`src/rtl/pmb_pkg.sv`:
```
// package: constants, register map and modes of the port mirror and broadcast limiter
package pmb_pkg;

  // one-second interval in clock cycles
  localparam int unsigned CLK_PERIOD_NS = 5;
  localparam int unsigned SEC_NS        = 1_000_000_000;
  localparam int unsigned SEC_CYCLES    = SEC_NS / CLK_PERIOD_NS;

  // bus geometry
  localparam int unsigned AXI_AW = 8;
  localparam int unsigned AXI_DW = 32;

  // register byte offsets
  localparam logic [AXI_AW-1:0] REG_CTRL     = 8'h00;
  localparam logic [AXI_AW-1:0] REG_MIR_CMD  = 8'h04;
  localparam logic [AXI_AW-1:0] REG_PORT_SEL = 8'h08;
  localparam logic [AXI_AW-1:0] REG_THRESH   = 8'h0C;
  localparam logic [AXI_AW-1:0] REG_TOTAL_RX = 8'h10;
  localparam logic [AXI_AW-1:0] REG_PEAK     = 8'h14;
  localparam logic [AXI_AW-1:0] REG_SINCE    = 8'h18;
  localparam logic [AXI_AW-1:0] REG_PEAK_RST = 8'h1C;
  localparam logic [AXI_AW-1:0] REG_SRC_LIST = 8'h20;
  localparam logic [AXI_AW-1:0] REG_DST_LIST = 8'h24;
  localparam logic [AXI_AW-1:0] REG_ERR_LIST = 8'h28;

  // field positions
  localparam int unsigned CTRL_MODE_LSB  = 0;
  localparam int unsigned CTRL_COMMIT    = 2;
  localparam int unsigned MCMD_SRC_LSB   = 0;
  localparam int unsigned MCMD_DST_LSB   = 8;
  localparam int unsigned MCMD_FLD_W     = 8;
  localparam int unsigned MCMD_ADD       = 16;
  localparam int unsigned MCMD_ERR_ON    = 17;
  localparam int unsigned PEAK_RST_BIT   = 0;

  // responses
  localparam logic [1:0] RESP_OKAY   = 2'h0;
  localparam logic [1:0] RESP_SLVERR = 2'h2;

  // switching modes
  typedef enum logic [1:0] {
    PMB_MODE_BRIDGE         = 2'h0,
    PMB_MODE_TAGGED         = 2'h1,
    PMB_SECURE_VLAN_MODE    = 2'h2
  } pmb_mode_t;

  localparam logic [1:0] MODE_RST = 2'h0;

endpackage : pmb_pkg

```
`src/rtl/pmb_bcast_port.sv`:
```
// file: per-port broadcast statistics and suppression
`timescale 1ns/10ps
module pmb_bcast_port
  import pmb_pkg::*;
#(
  parameter int unsigned CNT_W = 24,
  parameter int unsigned TOT_W = 32,
  parameter int unsigned TIM_W = 32
) (
  input  wire logic             clk_in,
  input  wire logic             rst_n_in,
  input  wire logic             tick_in,
  input  wire logic             frm_in,
  input  wire logic             lim_en_in,
  input  wire logic [CNT_W-1:0] thr_in,
  input  wire logic             peak_clr_in,
  output logic                  drop_out,
  output logic [TOT_W-1:0]      total_out,
  output logic [CNT_W-1:0]      peak_out,
  output logic [TIM_W-1:0]      since_out
);

  typedef struct packed {
    logic [CNT_W-1:0] win;
    logic [CNT_W-1:0] peak;
    logic [TIM_W-1:0] since;
    logic [TOT_W-1:0] total;
    logic             drop;
  } pmb_port_t;

  pmb_port_t s_r;
  pmb_port_t s_nxt;
  logic [CNT_W-1:0] base_peak;
  logic [TIM_W-1:0] base_since;

  always_comb begin
    s_nxt = s_r;
    s_nxt.total = s_r.total + TOT_W'(frm_in);
    // a zero threshold means no limit, so an unprogrammed port never drops;
    // a frame in the boundary cycle opens the new window and is not judged by the old count
    s_nxt.drop = frm_in && lim_en_in && !tick_in && (thr_in != '0) && (s_r.win >= thr_in);
    base_peak  = peak_clr_in ? '0 : s_r.peak;
    base_since = peak_clr_in ? '0 : s_r.since;
    s_nxt.peak  = base_peak;
    s_nxt.since = base_since;
    if (tick_in) begin
      s_nxt.win = CNT_W'(frm_in);
      if (s_r.win > base_peak) begin
        s_nxt.peak  = s_r.win;
        s_nxt.since = '0;
      end else begin
        s_nxt.since = base_since + TIM_W'(1);
      end
    end else begin
      // window saturates rather than wrapping so a flood never looks small
      if (frm_in && (s_r.win != '1)) begin
        s_nxt.win = s_r.win + CNT_W'(1);
      end
    end
  end

  always_ff @(posedge clk_in or negedge rst_n_in) begin
    if (!rst_n_in) begin
      s_r <= '0;
    end else begin
      s_r <= s_nxt;
    end
  end

  assign drop_out  = s_r.drop;
  assign total_out = s_r.total;
  assign peak_out  = s_r.peak;
  assign since_out = s_r.since;
endmodule : pmb_bcast_port

```
`src/rtl/pmb_top.sv`:
```
// file: port mirror and broadcast limiter with its register slave
//
// Summary of operation
// - drop a port's broadcast once its count this second passes the threshold
// - each port keeps its own per-second broadcast threshold
// - each port keeps a running total of received broadcasts, readable
// - each port records its highest broadcast count in one second
// - each port reports seconds elapsed since that peak
// - a peak reset clears the peak and its elapsed time together
// - suppression works in bridge or tagged mode, never in secure mode
// - statistics and suppression run independently per port
// - error mirroring is on after reset
// - software adds or removes single source to destination mirror pairs
// - pending mirror edits go live together on commit, lists follow then
// - one source may feed many destinations, destinations may also be sources
// - mirroring only copies, normal forwarding is never blocked by it
// - mirroring works only in transparent bridge mode
`timescale 1ns/10ps
module pmb_top
  import pmb_pkg::*;
#(
  parameter int unsigned N_PORTS    = 10,
  parameter int unsigned CNT_W      = 24,
  parameter int unsigned SEC_CYC    = SEC_CYCLES
) (
  input  wire logic                      clk_in,
  input  wire logic                      rst_n_in,
  // received frame events from the fabric, one-cycle pulses
  input  wire logic [N_PORTS-1:0]        frm_vld_in,
  input  wire logic [N_PORTS-1:0]        frm_bcast_in,
  input  wire logic [N_PORTS-1:0]        frm_err_in,
  // forwarding decisions, one cycle after the event
  output logic [N_PORTS-1:0]             bcast_drop_out,
  output logic [N_PORTS-1:0]             mir_vld_out,
  output logic [N_PORTS*N_PORTS-1:0]     mir_mask_out,
  // register bus
  input  wire logic [AXI_AW-1:0]         s_axi_awaddr,
  input  wire logic                      s_axi_awvalid,
  output logic                           s_axi_awready,
  input  wire logic [AXI_DW-1:0]         s_axi_wdata,
  input  wire logic [AXI_DW/8-1:0]       s_axi_wstrb,
  input  wire logic                      s_axi_wvalid,
  output logic                           s_axi_wready,
  output logic [1:0]                     s_axi_bresp,
  output logic                           s_axi_bvalid,
  input  wire logic                      s_axi_bready,
  input  wire logic [AXI_AW-1:0]         s_axi_araddr,
  input  wire logic                      s_axi_arvalid,
  output logic                           s_axi_arready,
  output logic [AXI_DW-1:0]              s_axi_rdata,
  output logic [1:0]                     s_axi_rresp,
  output logic                           s_axi_rvalid,
  input  wire logic                      s_axi_rready
);

  localparam int unsigned TOT_W = 32;
  localparam int unsigned TIM_W = 32;
  localparam int unsigned PW    = (N_PORTS > 1) ? $clog2(N_PORTS) : 1;

  typedef struct packed {
    logic                              aw_ok;
    logic [AXI_AW-1:0]                 aw_addr;
    logic                              w_ok;
    logic [AXI_DW-1:0]                 w_data;
    logic [AXI_DW/8-1:0]               w_strb;
    logic                              awready;
    logic                              wready;
    logic                              bvalid;
    logic [1:0]                        bresp;
    logic                              arready;
    logic                              rvalid;
    logic [1:0]                        rresp;
    logic [AXI_DW-1:0]                 rdata;
    logic [1:0]                        mode;
    logic [PW-1:0]                     sel;
    logic [N_PORTS-1:0][CNT_W-1:0]     thr;
    logic [N_PORTS-1:0]                peak_clr;
    logic [N_PORTS-1:0][N_PORTS-1:0]   pend_map;
    logic [N_PORTS-1:0][N_PORTS-1:0]   act_map;
    logic [N_PORTS-1:0]                pend_err_drop;
    logic [N_PORTS-1:0]                act_err_drop;
    logic [N_PORTS-1:0]                mir_vld;
    logic [N_PORTS-1:0][N_PORTS-1:0]   mir_mask;
    logic [31:0]                       sec_cnt;
    logic                              tick;
  } pmb_state_t;

  pmb_state_t s_r;
  pmb_state_t s_nxt;
  logic [1:0] rst_sync_r;
  logic       rst_n;

  logic [N_PORTS-1:0]              port_drop;
  logic [N_PORTS-1:0][TOT_W-1:0]   port_total;
  logic [N_PORTS-1:0][CNT_W-1:0]   port_peak;
  logic [N_PORTS-1:0][TIM_W-1:0]   port_since;
  logic                            lim_en;
  logic                            mir_en;

  // reset is asserted at once and released through two flip-flops
  always_ff @(posedge clk_in or negedge rst_n_in) begin
    if (!rst_n_in) begin
      rst_sync_r <= 2'h0;
    end else begin
      rst_sync_r <= {rst_sync_r[0], 1'b1};
    end
  end
  assign rst_n = rst_sync_r[1];

  assign lim_en = (s_r.mode == PMB_MODE_BRIDGE) || (s_r.mode == PMB_MODE_TAGGED);
  assign mir_en = (s_r.mode == PMB_MODE_BRIDGE);

  genvar gi;
  generate
    for (gi = 0; gi < N_PORTS; gi++) begin : g_port
      pmb_bcast_port #(
        .CNT_W (CNT_W),
        .TOT_W (TOT_W),
        .TIM_W (TIM_W)
      ) u_port (
        .clk_in      (clk_in),
        .rst_n_in    (rst_n),
        .tick_in     (s_r.tick),
        .frm_in      (frm_vld_in[gi] && frm_bcast_in[gi]),
        .lim_en_in   (lim_en),
        .thr_in      (s_r.thr[gi]),
        .peak_clr_in (s_r.peak_clr[gi]),
        .drop_out    (port_drop[gi]),
        .total_out   (port_total[gi]),
        .peak_out    (port_peak[gi]),
        .since_out   (port_since[gi])
      );
    end
  endgenerate

  function automatic logic [AXI_DW-1:0] wmerge(input logic [AXI_DW-1:0] old,
                                               input logic [AXI_DW-1:0] data,
                                               input logic [AXI_DW/8-1:0] strb);
    logic [AXI_DW-1:0] res;
    res = old;
    for (int b = 0; b < AXI_DW/8; b++) begin
      if (strb[b]) begin
        res[b*8 +: 8] = data[b*8 +: 8];
      end
    end
    return res;
  endfunction : wmerge

  logic [AXI_DW-1:0]     wd;
  logic [PW-1:0]         m_src;
  logic [PW-1:0]         m_dst;
  logic                  m_ok;
  logic                  sel_ok;

  always_comb begin
    s_nxt = s_r;
    wd     = '0;
    m_src  = s_r.w_data[MCMD_SRC_LSB +: PW];
    m_dst  = s_r.w_data[MCMD_DST_LSB +: PW];
    m_ok   = (s_r.w_data[MCMD_SRC_LSB +: MCMD_FLD_W] < N_PORTS) &&
             (s_r.w_data[MCMD_DST_LSB +: MCMD_FLD_W] < N_PORTS);
    sel_ok = (32'(s_r.sel) < N_PORTS);
    s_nxt.peak_clr = '0;

    // one-second timebase
    s_nxt.tick = 1'b0;
    if (s_r.sec_cnt >= SEC_CYC - 1) begin
      s_nxt.sec_cnt = '0;
      s_nxt.tick    = 1'b1;
    end else begin
      s_nxt.sec_cnt = s_r.sec_cnt + 32'h0000_0001;
    end

    // mirror copies; the normal forwarding decision is never touched here
    for (int i = 0; i < N_PORTS; i++) begin
      s_nxt.mir_vld[i]  = mir_en && frm_vld_in[i] && (|s_r.act_map[i]) &&
                          (!frm_err_in[i] || !s_r.act_err_drop[i]);
      s_nxt.mir_mask[i] = s_nxt.mir_vld[i] ? s_r.act_map[i] : '0;
    end

    // write channel
    if (s_axi_awvalid && s_r.awready) begin
      s_nxt.aw_ok   = 1'b1;
      s_nxt.aw_addr = s_axi_awaddr;
    end
    if (s_axi_wvalid && s_r.wready) begin
      s_nxt.w_ok   = 1'b1;
      s_nxt.w_data = s_axi_wdata;
      s_nxt.w_strb = s_axi_wstrb;
    end
    if (s_r.bvalid && s_axi_bready) begin
      s_nxt.bvalid = 1'b0;
    end
    if (s_r.aw_ok && s_r.w_ok && !s_r.bvalid) begin
      s_nxt.aw_ok  = 1'b0;
      s_nxt.w_ok   = 1'b0;
      s_nxt.bvalid = 1'b1;
      s_nxt.bresp  = RESP_OKAY;
      unique case (s_r.aw_addr)
        REG_CTRL: begin
          wd = wmerge({30'h0000_0000, s_r.mode}, s_r.w_data, s_r.w_strb);
          s_nxt.mode = wd[CTRL_MODE_LSB +: 2];
          if (wd[CTRL_COMMIT]) begin
            s_nxt.act_map      = s_r.pend_map;
            s_nxt.act_err_drop = s_r.pend_err_drop;
          end
        end
        REG_MIR_CMD: begin
          if (m_ok) begin
            s_nxt.pend_map[m_src][m_dst] = s_r.w_data[MCMD_ADD];
            s_nxt.pend_err_drop[m_src]   = !s_r.w_data[MCMD_ERR_ON];
          end else begin
            s_nxt.bresp = RESP_SLVERR;
          end
        end
        REG_PORT_SEL: begin
          wd = wmerge(AXI_DW'(s_r.sel), s_r.w_data, s_r.w_strb);
          s_nxt.sel = wd[PW-1:0];
        end
        REG_THRESH: begin
          // multiples of ten are expected; any value is stored as written
          if (sel_ok) begin
            wd = wmerge(AXI_DW'(s_r.thr[s_r.sel]), s_r.w_data, s_r.w_strb);
            s_nxt.thr[s_r.sel] = wd[CNT_W-1:0];
          end else begin
            s_nxt.bresp = RESP_SLVERR;
          end
        end
        REG_PEAK_RST: begin
          if (sel_ok) begin
            s_nxt.peak_clr[s_r.sel] = s_r.w_data[PEAK_RST_BIT];
          end else begin
            s_nxt.bresp = RESP_SLVERR;
          end
        end
        REG_TOTAL_RX, REG_PEAK, REG_SINCE, REG_SRC_LIST, REG_DST_LIST, REG_ERR_LIST: begin
          s_nxt.bresp = RESP_OKAY;
        end
        default: begin
          s_nxt.bresp = RESP_SLVERR;
        end
      endcase
    end
    s_nxt.awready = !s_nxt.aw_ok && !s_nxt.bvalid;
    s_nxt.wready  = !s_nxt.w_ok && !s_nxt.bvalid;

    // read channel
    if (s_r.rvalid && s_axi_rready) begin
      s_nxt.rvalid = 1'b0;
    end
    if (s_axi_arvalid && s_r.arready) begin
      s_nxt.rvalid = 1'b1;
      s_nxt.rresp  = RESP_OKAY;
      s_nxt.rdata  = '0;
      unique case (s_axi_araddr)
        REG_CTRL:     s_nxt.rdata = AXI_DW'(s_r.mode);
        REG_PORT_SEL: s_nxt.rdata = AXI_DW'(s_r.sel);
        REG_THRESH:   s_nxt.rdata = sel_ok ? AXI_DW'(s_r.thr[s_r.sel]) : '0;
        REG_TOTAL_RX: s_nxt.rdata = sel_ok ? port_total[s_r.sel] : '0;
        REG_PEAK:     s_nxt.rdata = sel_ok ? AXI_DW'(port_peak[s_r.sel]) : '0;
        REG_SINCE:    s_nxt.rdata = sel_ok ? port_since[s_r.sel] : '0;
        REG_MIR_CMD, REG_PEAK_RST: s_nxt.rdata = '0;
        REG_SRC_LIST: begin
          for (int i = 0; i < N_PORTS; i++) begin
            s_nxt.rdata[i] = |s_r.act_map[i];
          end
        end
        REG_DST_LIST: begin
          for (int i = 0; i < N_PORTS; i++) begin
            for (int j = 0; j < N_PORTS; j++) begin
              s_nxt.rdata[j] = s_nxt.rdata[j] | s_r.act_map[i][j];
            end
          end
        end
        REG_ERR_LIST: begin
          // bit by bit so no inverted padding reaches the unused upper bits
          for (int i = 0; i < N_PORTS; i++) begin
            s_nxt.rdata[i] = !s_r.act_err_drop[i];
          end
        end
        default: begin
          s_nxt.rresp = RESP_SLVERR;
        end
      endcase
    end
    s_nxt.arready = !s_nxt.rvalid;
  end

  // error mirroring stored as a drop flag so the all-zero reset leaves it on
  always_ff @(posedge clk_in or negedge rst_n) begin
    if (!rst_n) begin
      s_r <= '0;
    end else begin
      s_r <= s_nxt;
    end
  end

  assign bcast_drop_out = port_drop;
  assign mir_vld_out    = s_r.mir_vld;
  assign mir_mask_out   = s_r.mir_mask;
  assign s_axi_awready  = s_r.awready;
  assign s_axi_wready   = s_r.wready;
  assign s_axi_bvalid   = s_r.bvalid;
  assign s_axi_bresp    = s_r.bresp;
  assign s_axi_arready  = s_r.arready;
  assign s_axi_rvalid   = s_r.rvalid;
  assign s_axi_rresp    = s_r.rresp;
  assign s_axi_rdata    = s_r.rdata;

  // checked on every port, since any port may be a mirror source
  genvar ai;
  generate
    for (ai = 0; ai < N_PORTS; ai++) begin : g_mir_chk

    end
  endgenerate
endmodule : pmb_top

```
`config.mk`:
```
export PLATFORM = sky130hd
export DESIGN_NAME = pmb_top
export DESIGN_NICKNAME = d
export VERILOG_FILES = /design/src/rtl/pmb_pkg.sv /design/src/rtl/pmb_bcast_port.sv /design/src/rtl/pmb_top.sv
export SDC_FILE = /design/constraint.sdc
export NUM_CORES = 2
export LEC_CHECK = 0
export BUFFER_PORTS_ARGS = -buffer_cell sky130_fd_sc_hd__buf_2
export CORE_MARGIN = 1.5
export CORE_UTILIZATION = 45
export DETAILED_ROUTE_END_ITERATION = 12
export GPL_TIMING_DRIVEN = 0
export PLACE_DENSITY = 0.58
export SLEW_MARGIN = 20
export SYNTH_ARGS = -nofsm -noshare
export SYNTH_HDL_FRONTEND = slang
export SYNTH_HIERARCHICAL = 1
export SYNTH_SLANG_ARGS = --single-unit
```
`constraint.sdc`:
```
create_clock -name clk_in -period 133.7 [get_ports clk_in]
set_clock_uncertainty 0.05 [all_clocks]
set_input_delay 20.055 -clock clk_in [delete_from_list [all_inputs] [get_ports clk_in]]
set_output_delay 20.055 -clock clk_in [all_outputs]
set_load 0.05 [all_outputs]
```
==> summary.md <==
| Metric | Value |
|---|---|
| Iter 0 DRT Violations | `9545` |
| Ports | `250` |
| Initial antenna violation count | `33` |
| RSZ-0062 raised after global routing | `false` |
| Synthesis-to-layout area growth | `12.7%` |
| Setup crit start | `frm_vld_in[5]` |
| Root Driver | `clkbuf_16` |
| Peak VDD IR | `0.0139 mV` |
| Maximum number of pins on one net before global-route repair | `60` |
| CTS Buf Count | `211` |
| Sw Ratio | `33.7%` |
| Reg-to-reg setup timing slack | `128680 ps` |
| Largest family of logic cells by synthesized area | `simple AND/OR/NAND/NOR gates` |
| Ys Warns | `6` |
| Critical Path End | `g_port[5].u_port/total_out[22]$_DFF_PN0_` |
| DRT Pass-1 Iters | `9` |
| Final wirelength | `431000 um` |
| Core Util, Final | `51.2%` |
| # port buffers | `237` |
| GRT Overall Usage | `34.5%` |
| Internal Dissipation | `1.10 mW` |
| WL/cell | `29.0 um` |
| Static leakage | `54.7 nW` |
| First-pass GRT wire length | `609000 um` |
| Nets@finish | `12100` |
| CTS resizes | `0` |
| Post-route insts no fill | `14900` |
| Worst reg2reg path startpoint | `s_r[363]$_DFF_PN0_` |
| Row count | `180` |
| Via count | `87000` |
| Final min period | `22480 ps` |
| Worst Tran Pin Value | `1260 ps` |
| Syn_area_per_cell | `9.97 sq um` |
| Xor/xnor share of the synthesized area | `6.22%` |
| Share of post-route cells with drive strength above 1 | `20.4%` |
| Avg Vias per Cell | `5.85` |
| CTS tree | `done` |
| Worst Path Max Fanout | `9` |
| H-tree levels | `4` |
| Logic pwr share | `23.2%` |
| Hold Buf Count CTS | `0` |
| Vias in the first global route | `84100` |
| Die area | `246000 sq um` |
| Sink Count | `1827` |
| Reg clk slew, reported paths | `60 ps` |
| Max Slew Vio Count | `0` |
| Max-cap violations | `0` |
| Hold crit path type | `flip-flop to asynchronous set/reset pin` |
| Seq cells post-synth | `1827` |
| Clock buffer depth | `3` |
| Cell variety after synth | `96` |
| Synthesized cell area | `110000 sq um` |
| Die height | `496 um` |
| Ys async rst share | `100%` |
| Post-synthesis cell count | `11000` |
| Sequential-to-total area share from yosys stat | `41.7%` |
| Die width | `496 um` |
| Pwr/cell area | `13.5 nW/um^2` |
| Most common cell after layout, fill and taps aside | `dfrtp_1` |
| Post-synth EDFFs | `0` |
| Reg power frac | `40.1%` |
| Commonest non-fill, non-tap cells in the layout | `dfrtp_1 (1825), buf_4 (1064), nor2_1 (948)` |
| Placed Cells incl. Taps | `14500` |
| Worst-skew pair later-pin latency | `940 ps` |
| Clock Power Share | `36.6%` |
| HPWL after detailed placement | `341000 um` |
| Setup TNS | `0 ps` |
| Synth Area in Compound Gates | `7.39%` |
| Worst reg2reg path depth | `11` |
| Startpoint Class | `input pin` |
| Final worst-path cycle share | `16.8%` |
| Overflow left after global routing | `0` |
| Post-synthesis mux area share | `10.0%` |
| Setup CP Type | `input pin to flip-flop` |
| Simple-gate share of the synthesized area | `18.0%` |
| Slew headroom | `15.4%` |
| Post-CTS Setup Inserts | `0` |
| Effective utilization at floorplan | `45.4%` |
| Core region area | `241000 sq um` |
| Top FF cell, synth | `dfrtp_1` |
| Worst setup EP type | `flip-flop` |
| Antenna Nets Post-Route | `0` |
| Net Sw Power | `0.560 mW` |
| Placer Congestion | `1.04` |
| Data arrival time of the worst path | `23270 ps` |
| Status | `completed` |
| Synth Area in Adders | `5.95%` |
| DRC | `0` |
| Finish-stage setup viols | `0` |
| RR Endpoint | `g_port[0].u_port/peak_out[21]$_DFF_PN0_` |
| Total power | `1.66 mW` |
| Fin. Hold Viols | `0` |
| Data required, critical path | `134490 ps` |
| Achievable Freq | `0.0445 GHz` |
-- power by group through the flow --
stage | sequential, mW | clock [mW] | combinational, mW
2_1_floorplan | 0.661 | 0 | 0.225
3_3_place_gp | 0.686 | 0 | 0.344
3_5_place_dp | 0.674 | 0 | 0.375
4_1_cts | 0.665 | 0.618 | 0.376
5_1_grt | 0.672 | 0.639 | 0.400
6_report | 0.667 | 0.609 | 0.386
-- metrics by stage --
| step | instance area, sq um | worst slack, ps | hold WS (ps) |
|---|---|---|---|
| 2_1_floorplan | 110000 | 78950 | 281 |
| 3_3_place_gp | 115000 | 55030 | 288 |
| 3_5_place_dp | 116000 | 110320 | 235 |
| 4_1_cts | 123000 | 111260 | 240 |
| 5_1_grt | 123000 | 111020 | 254 |
| 6_report | 123000 | 111220 | 219 |
-- flip-flops by register name, summed over array words and instances (netlist names), 2 cells and up --
name                     count
g_port.u_port/total_out    320
g_port.u_port/since_out    320
g_port.u_port/drop_out      10
g_port.u_port/s_r          240
s_r                        538
mir_vld_out                 10
m_src                        4
s_axi_rdata                 32
g_port.u_port/peak_out     240
rst_sync_r                   2
m_dst                        4
mir_mask_out               100
-- cells by family (layout without fill, tap and decap cells) --
group / count (synthesis) / in the layout
other: 2 / 19
XOR/XNOR: 778 / 778
adder cells (fa/ha/maj): 521 / 521
flip-flops: 1827 / 1827
AO/OA/AOI/OAI: 1297 / 1297
AND/OR/NAND/NOR: 3782 / 3782
multiplexers: 862 / 862
buffers and inverters: 1912 / 2593
-- cells in the mapped netlist, types with 113 or more instances --
cell,n,area [sq um]
dfrtp_1,1827,45700
buf_4,1062,7970
nor2_1,948,3560
nand2_1,784,2940
ha_1,521,6520
xnor2_1,519,4550
o21ai_0,482,2410
inv_1,472,1770
mux2i_1,420,4200
nand3_1,384,1920
nand2b_1,338,2110
nand4_1,315,1970
mux2_2,268,3020
xor2_1,259,2270
a21oi_1,242,1210
clkbuf_1,238,893
and2_1,170,1060
nor4_1,154,963
mux4_2,138,3110
and3_1,134,838
o22ai_1,120,751
nor3_1,116,581
a21o_1,113,848
-- per-layer routing --
| metal | routed length (um) | part of all wire [%] | GRT usage [%] | vias to the layer above |
|---|---|---|---|---|
| li1 | - | - | - | 38300 |
| met1 | 180000 | 42 | 46.6 | 43800 |
| met2 | 184000 | 43 | 50.6 | 3911 |
| met3 | 39200 | 9.1 | 8.08 | 945 |
| met4 | 28500 | 6.6 | 19.9 | 12 |
| met5 | 71 | 0.016 | 0 | - |
-- layout make-up --
type | count | area, sq um
tap | 3185 | 3990
timing repair buffer | 290 | 2450
inverter | 472 | 1770
buffer | 1440 | 9960
sequential | 1827 | 45700
multi-input combinational | 7247 | 52200
fill | 22000 | 118000
clock inverter | 84 | 1170
clock buffer | 307 | 6110
antenna | 12 | 30.0
-- critical path, stage by stage --
cell	delay [ps]
buf_2	270
and2_1	920
ha_1	340
ha_1	200
nand3_1	160
nor2_1	550
nand3_1	360
nor2_1	220
xor2_1	150
-- how the worst min path moves through the flow --
stage	startpoint	to	slack, ps	cells after the start
6_report	rst_sync_r[1]$_DFF_PN0_	g_port[7].u_port/peak_out[23]$_DFF_PN0_	220	0
3_5_place_dp	rst_sync_r[1]$_DFF_PN0_	g_port[7].u_port/peak_out[16]$_DFF_PN0_	230	0
3_3_place_gp	rst_sync_r[0]$_DFF_PN0_	rst_sync_r[1]$_DFF_PN0_	290	0
5_1_grt	rst_sync_r[1]$_DFF_PN0_	g_port[7].u_port/peak_out[23]$_DFF_PN0_	250	0
4_1_cts	rst_sync_r[1]$_DFF_PN0_	g_port[7].u_port/peak_out[23]$_DFF_PN0_	240	0
2_1_floorplan	rst_sync_r[0]$_DFF_PN0_	rst_sync_r[1]$_DFF_PN0_	280	0
Power figures use the tool's default switching activity.
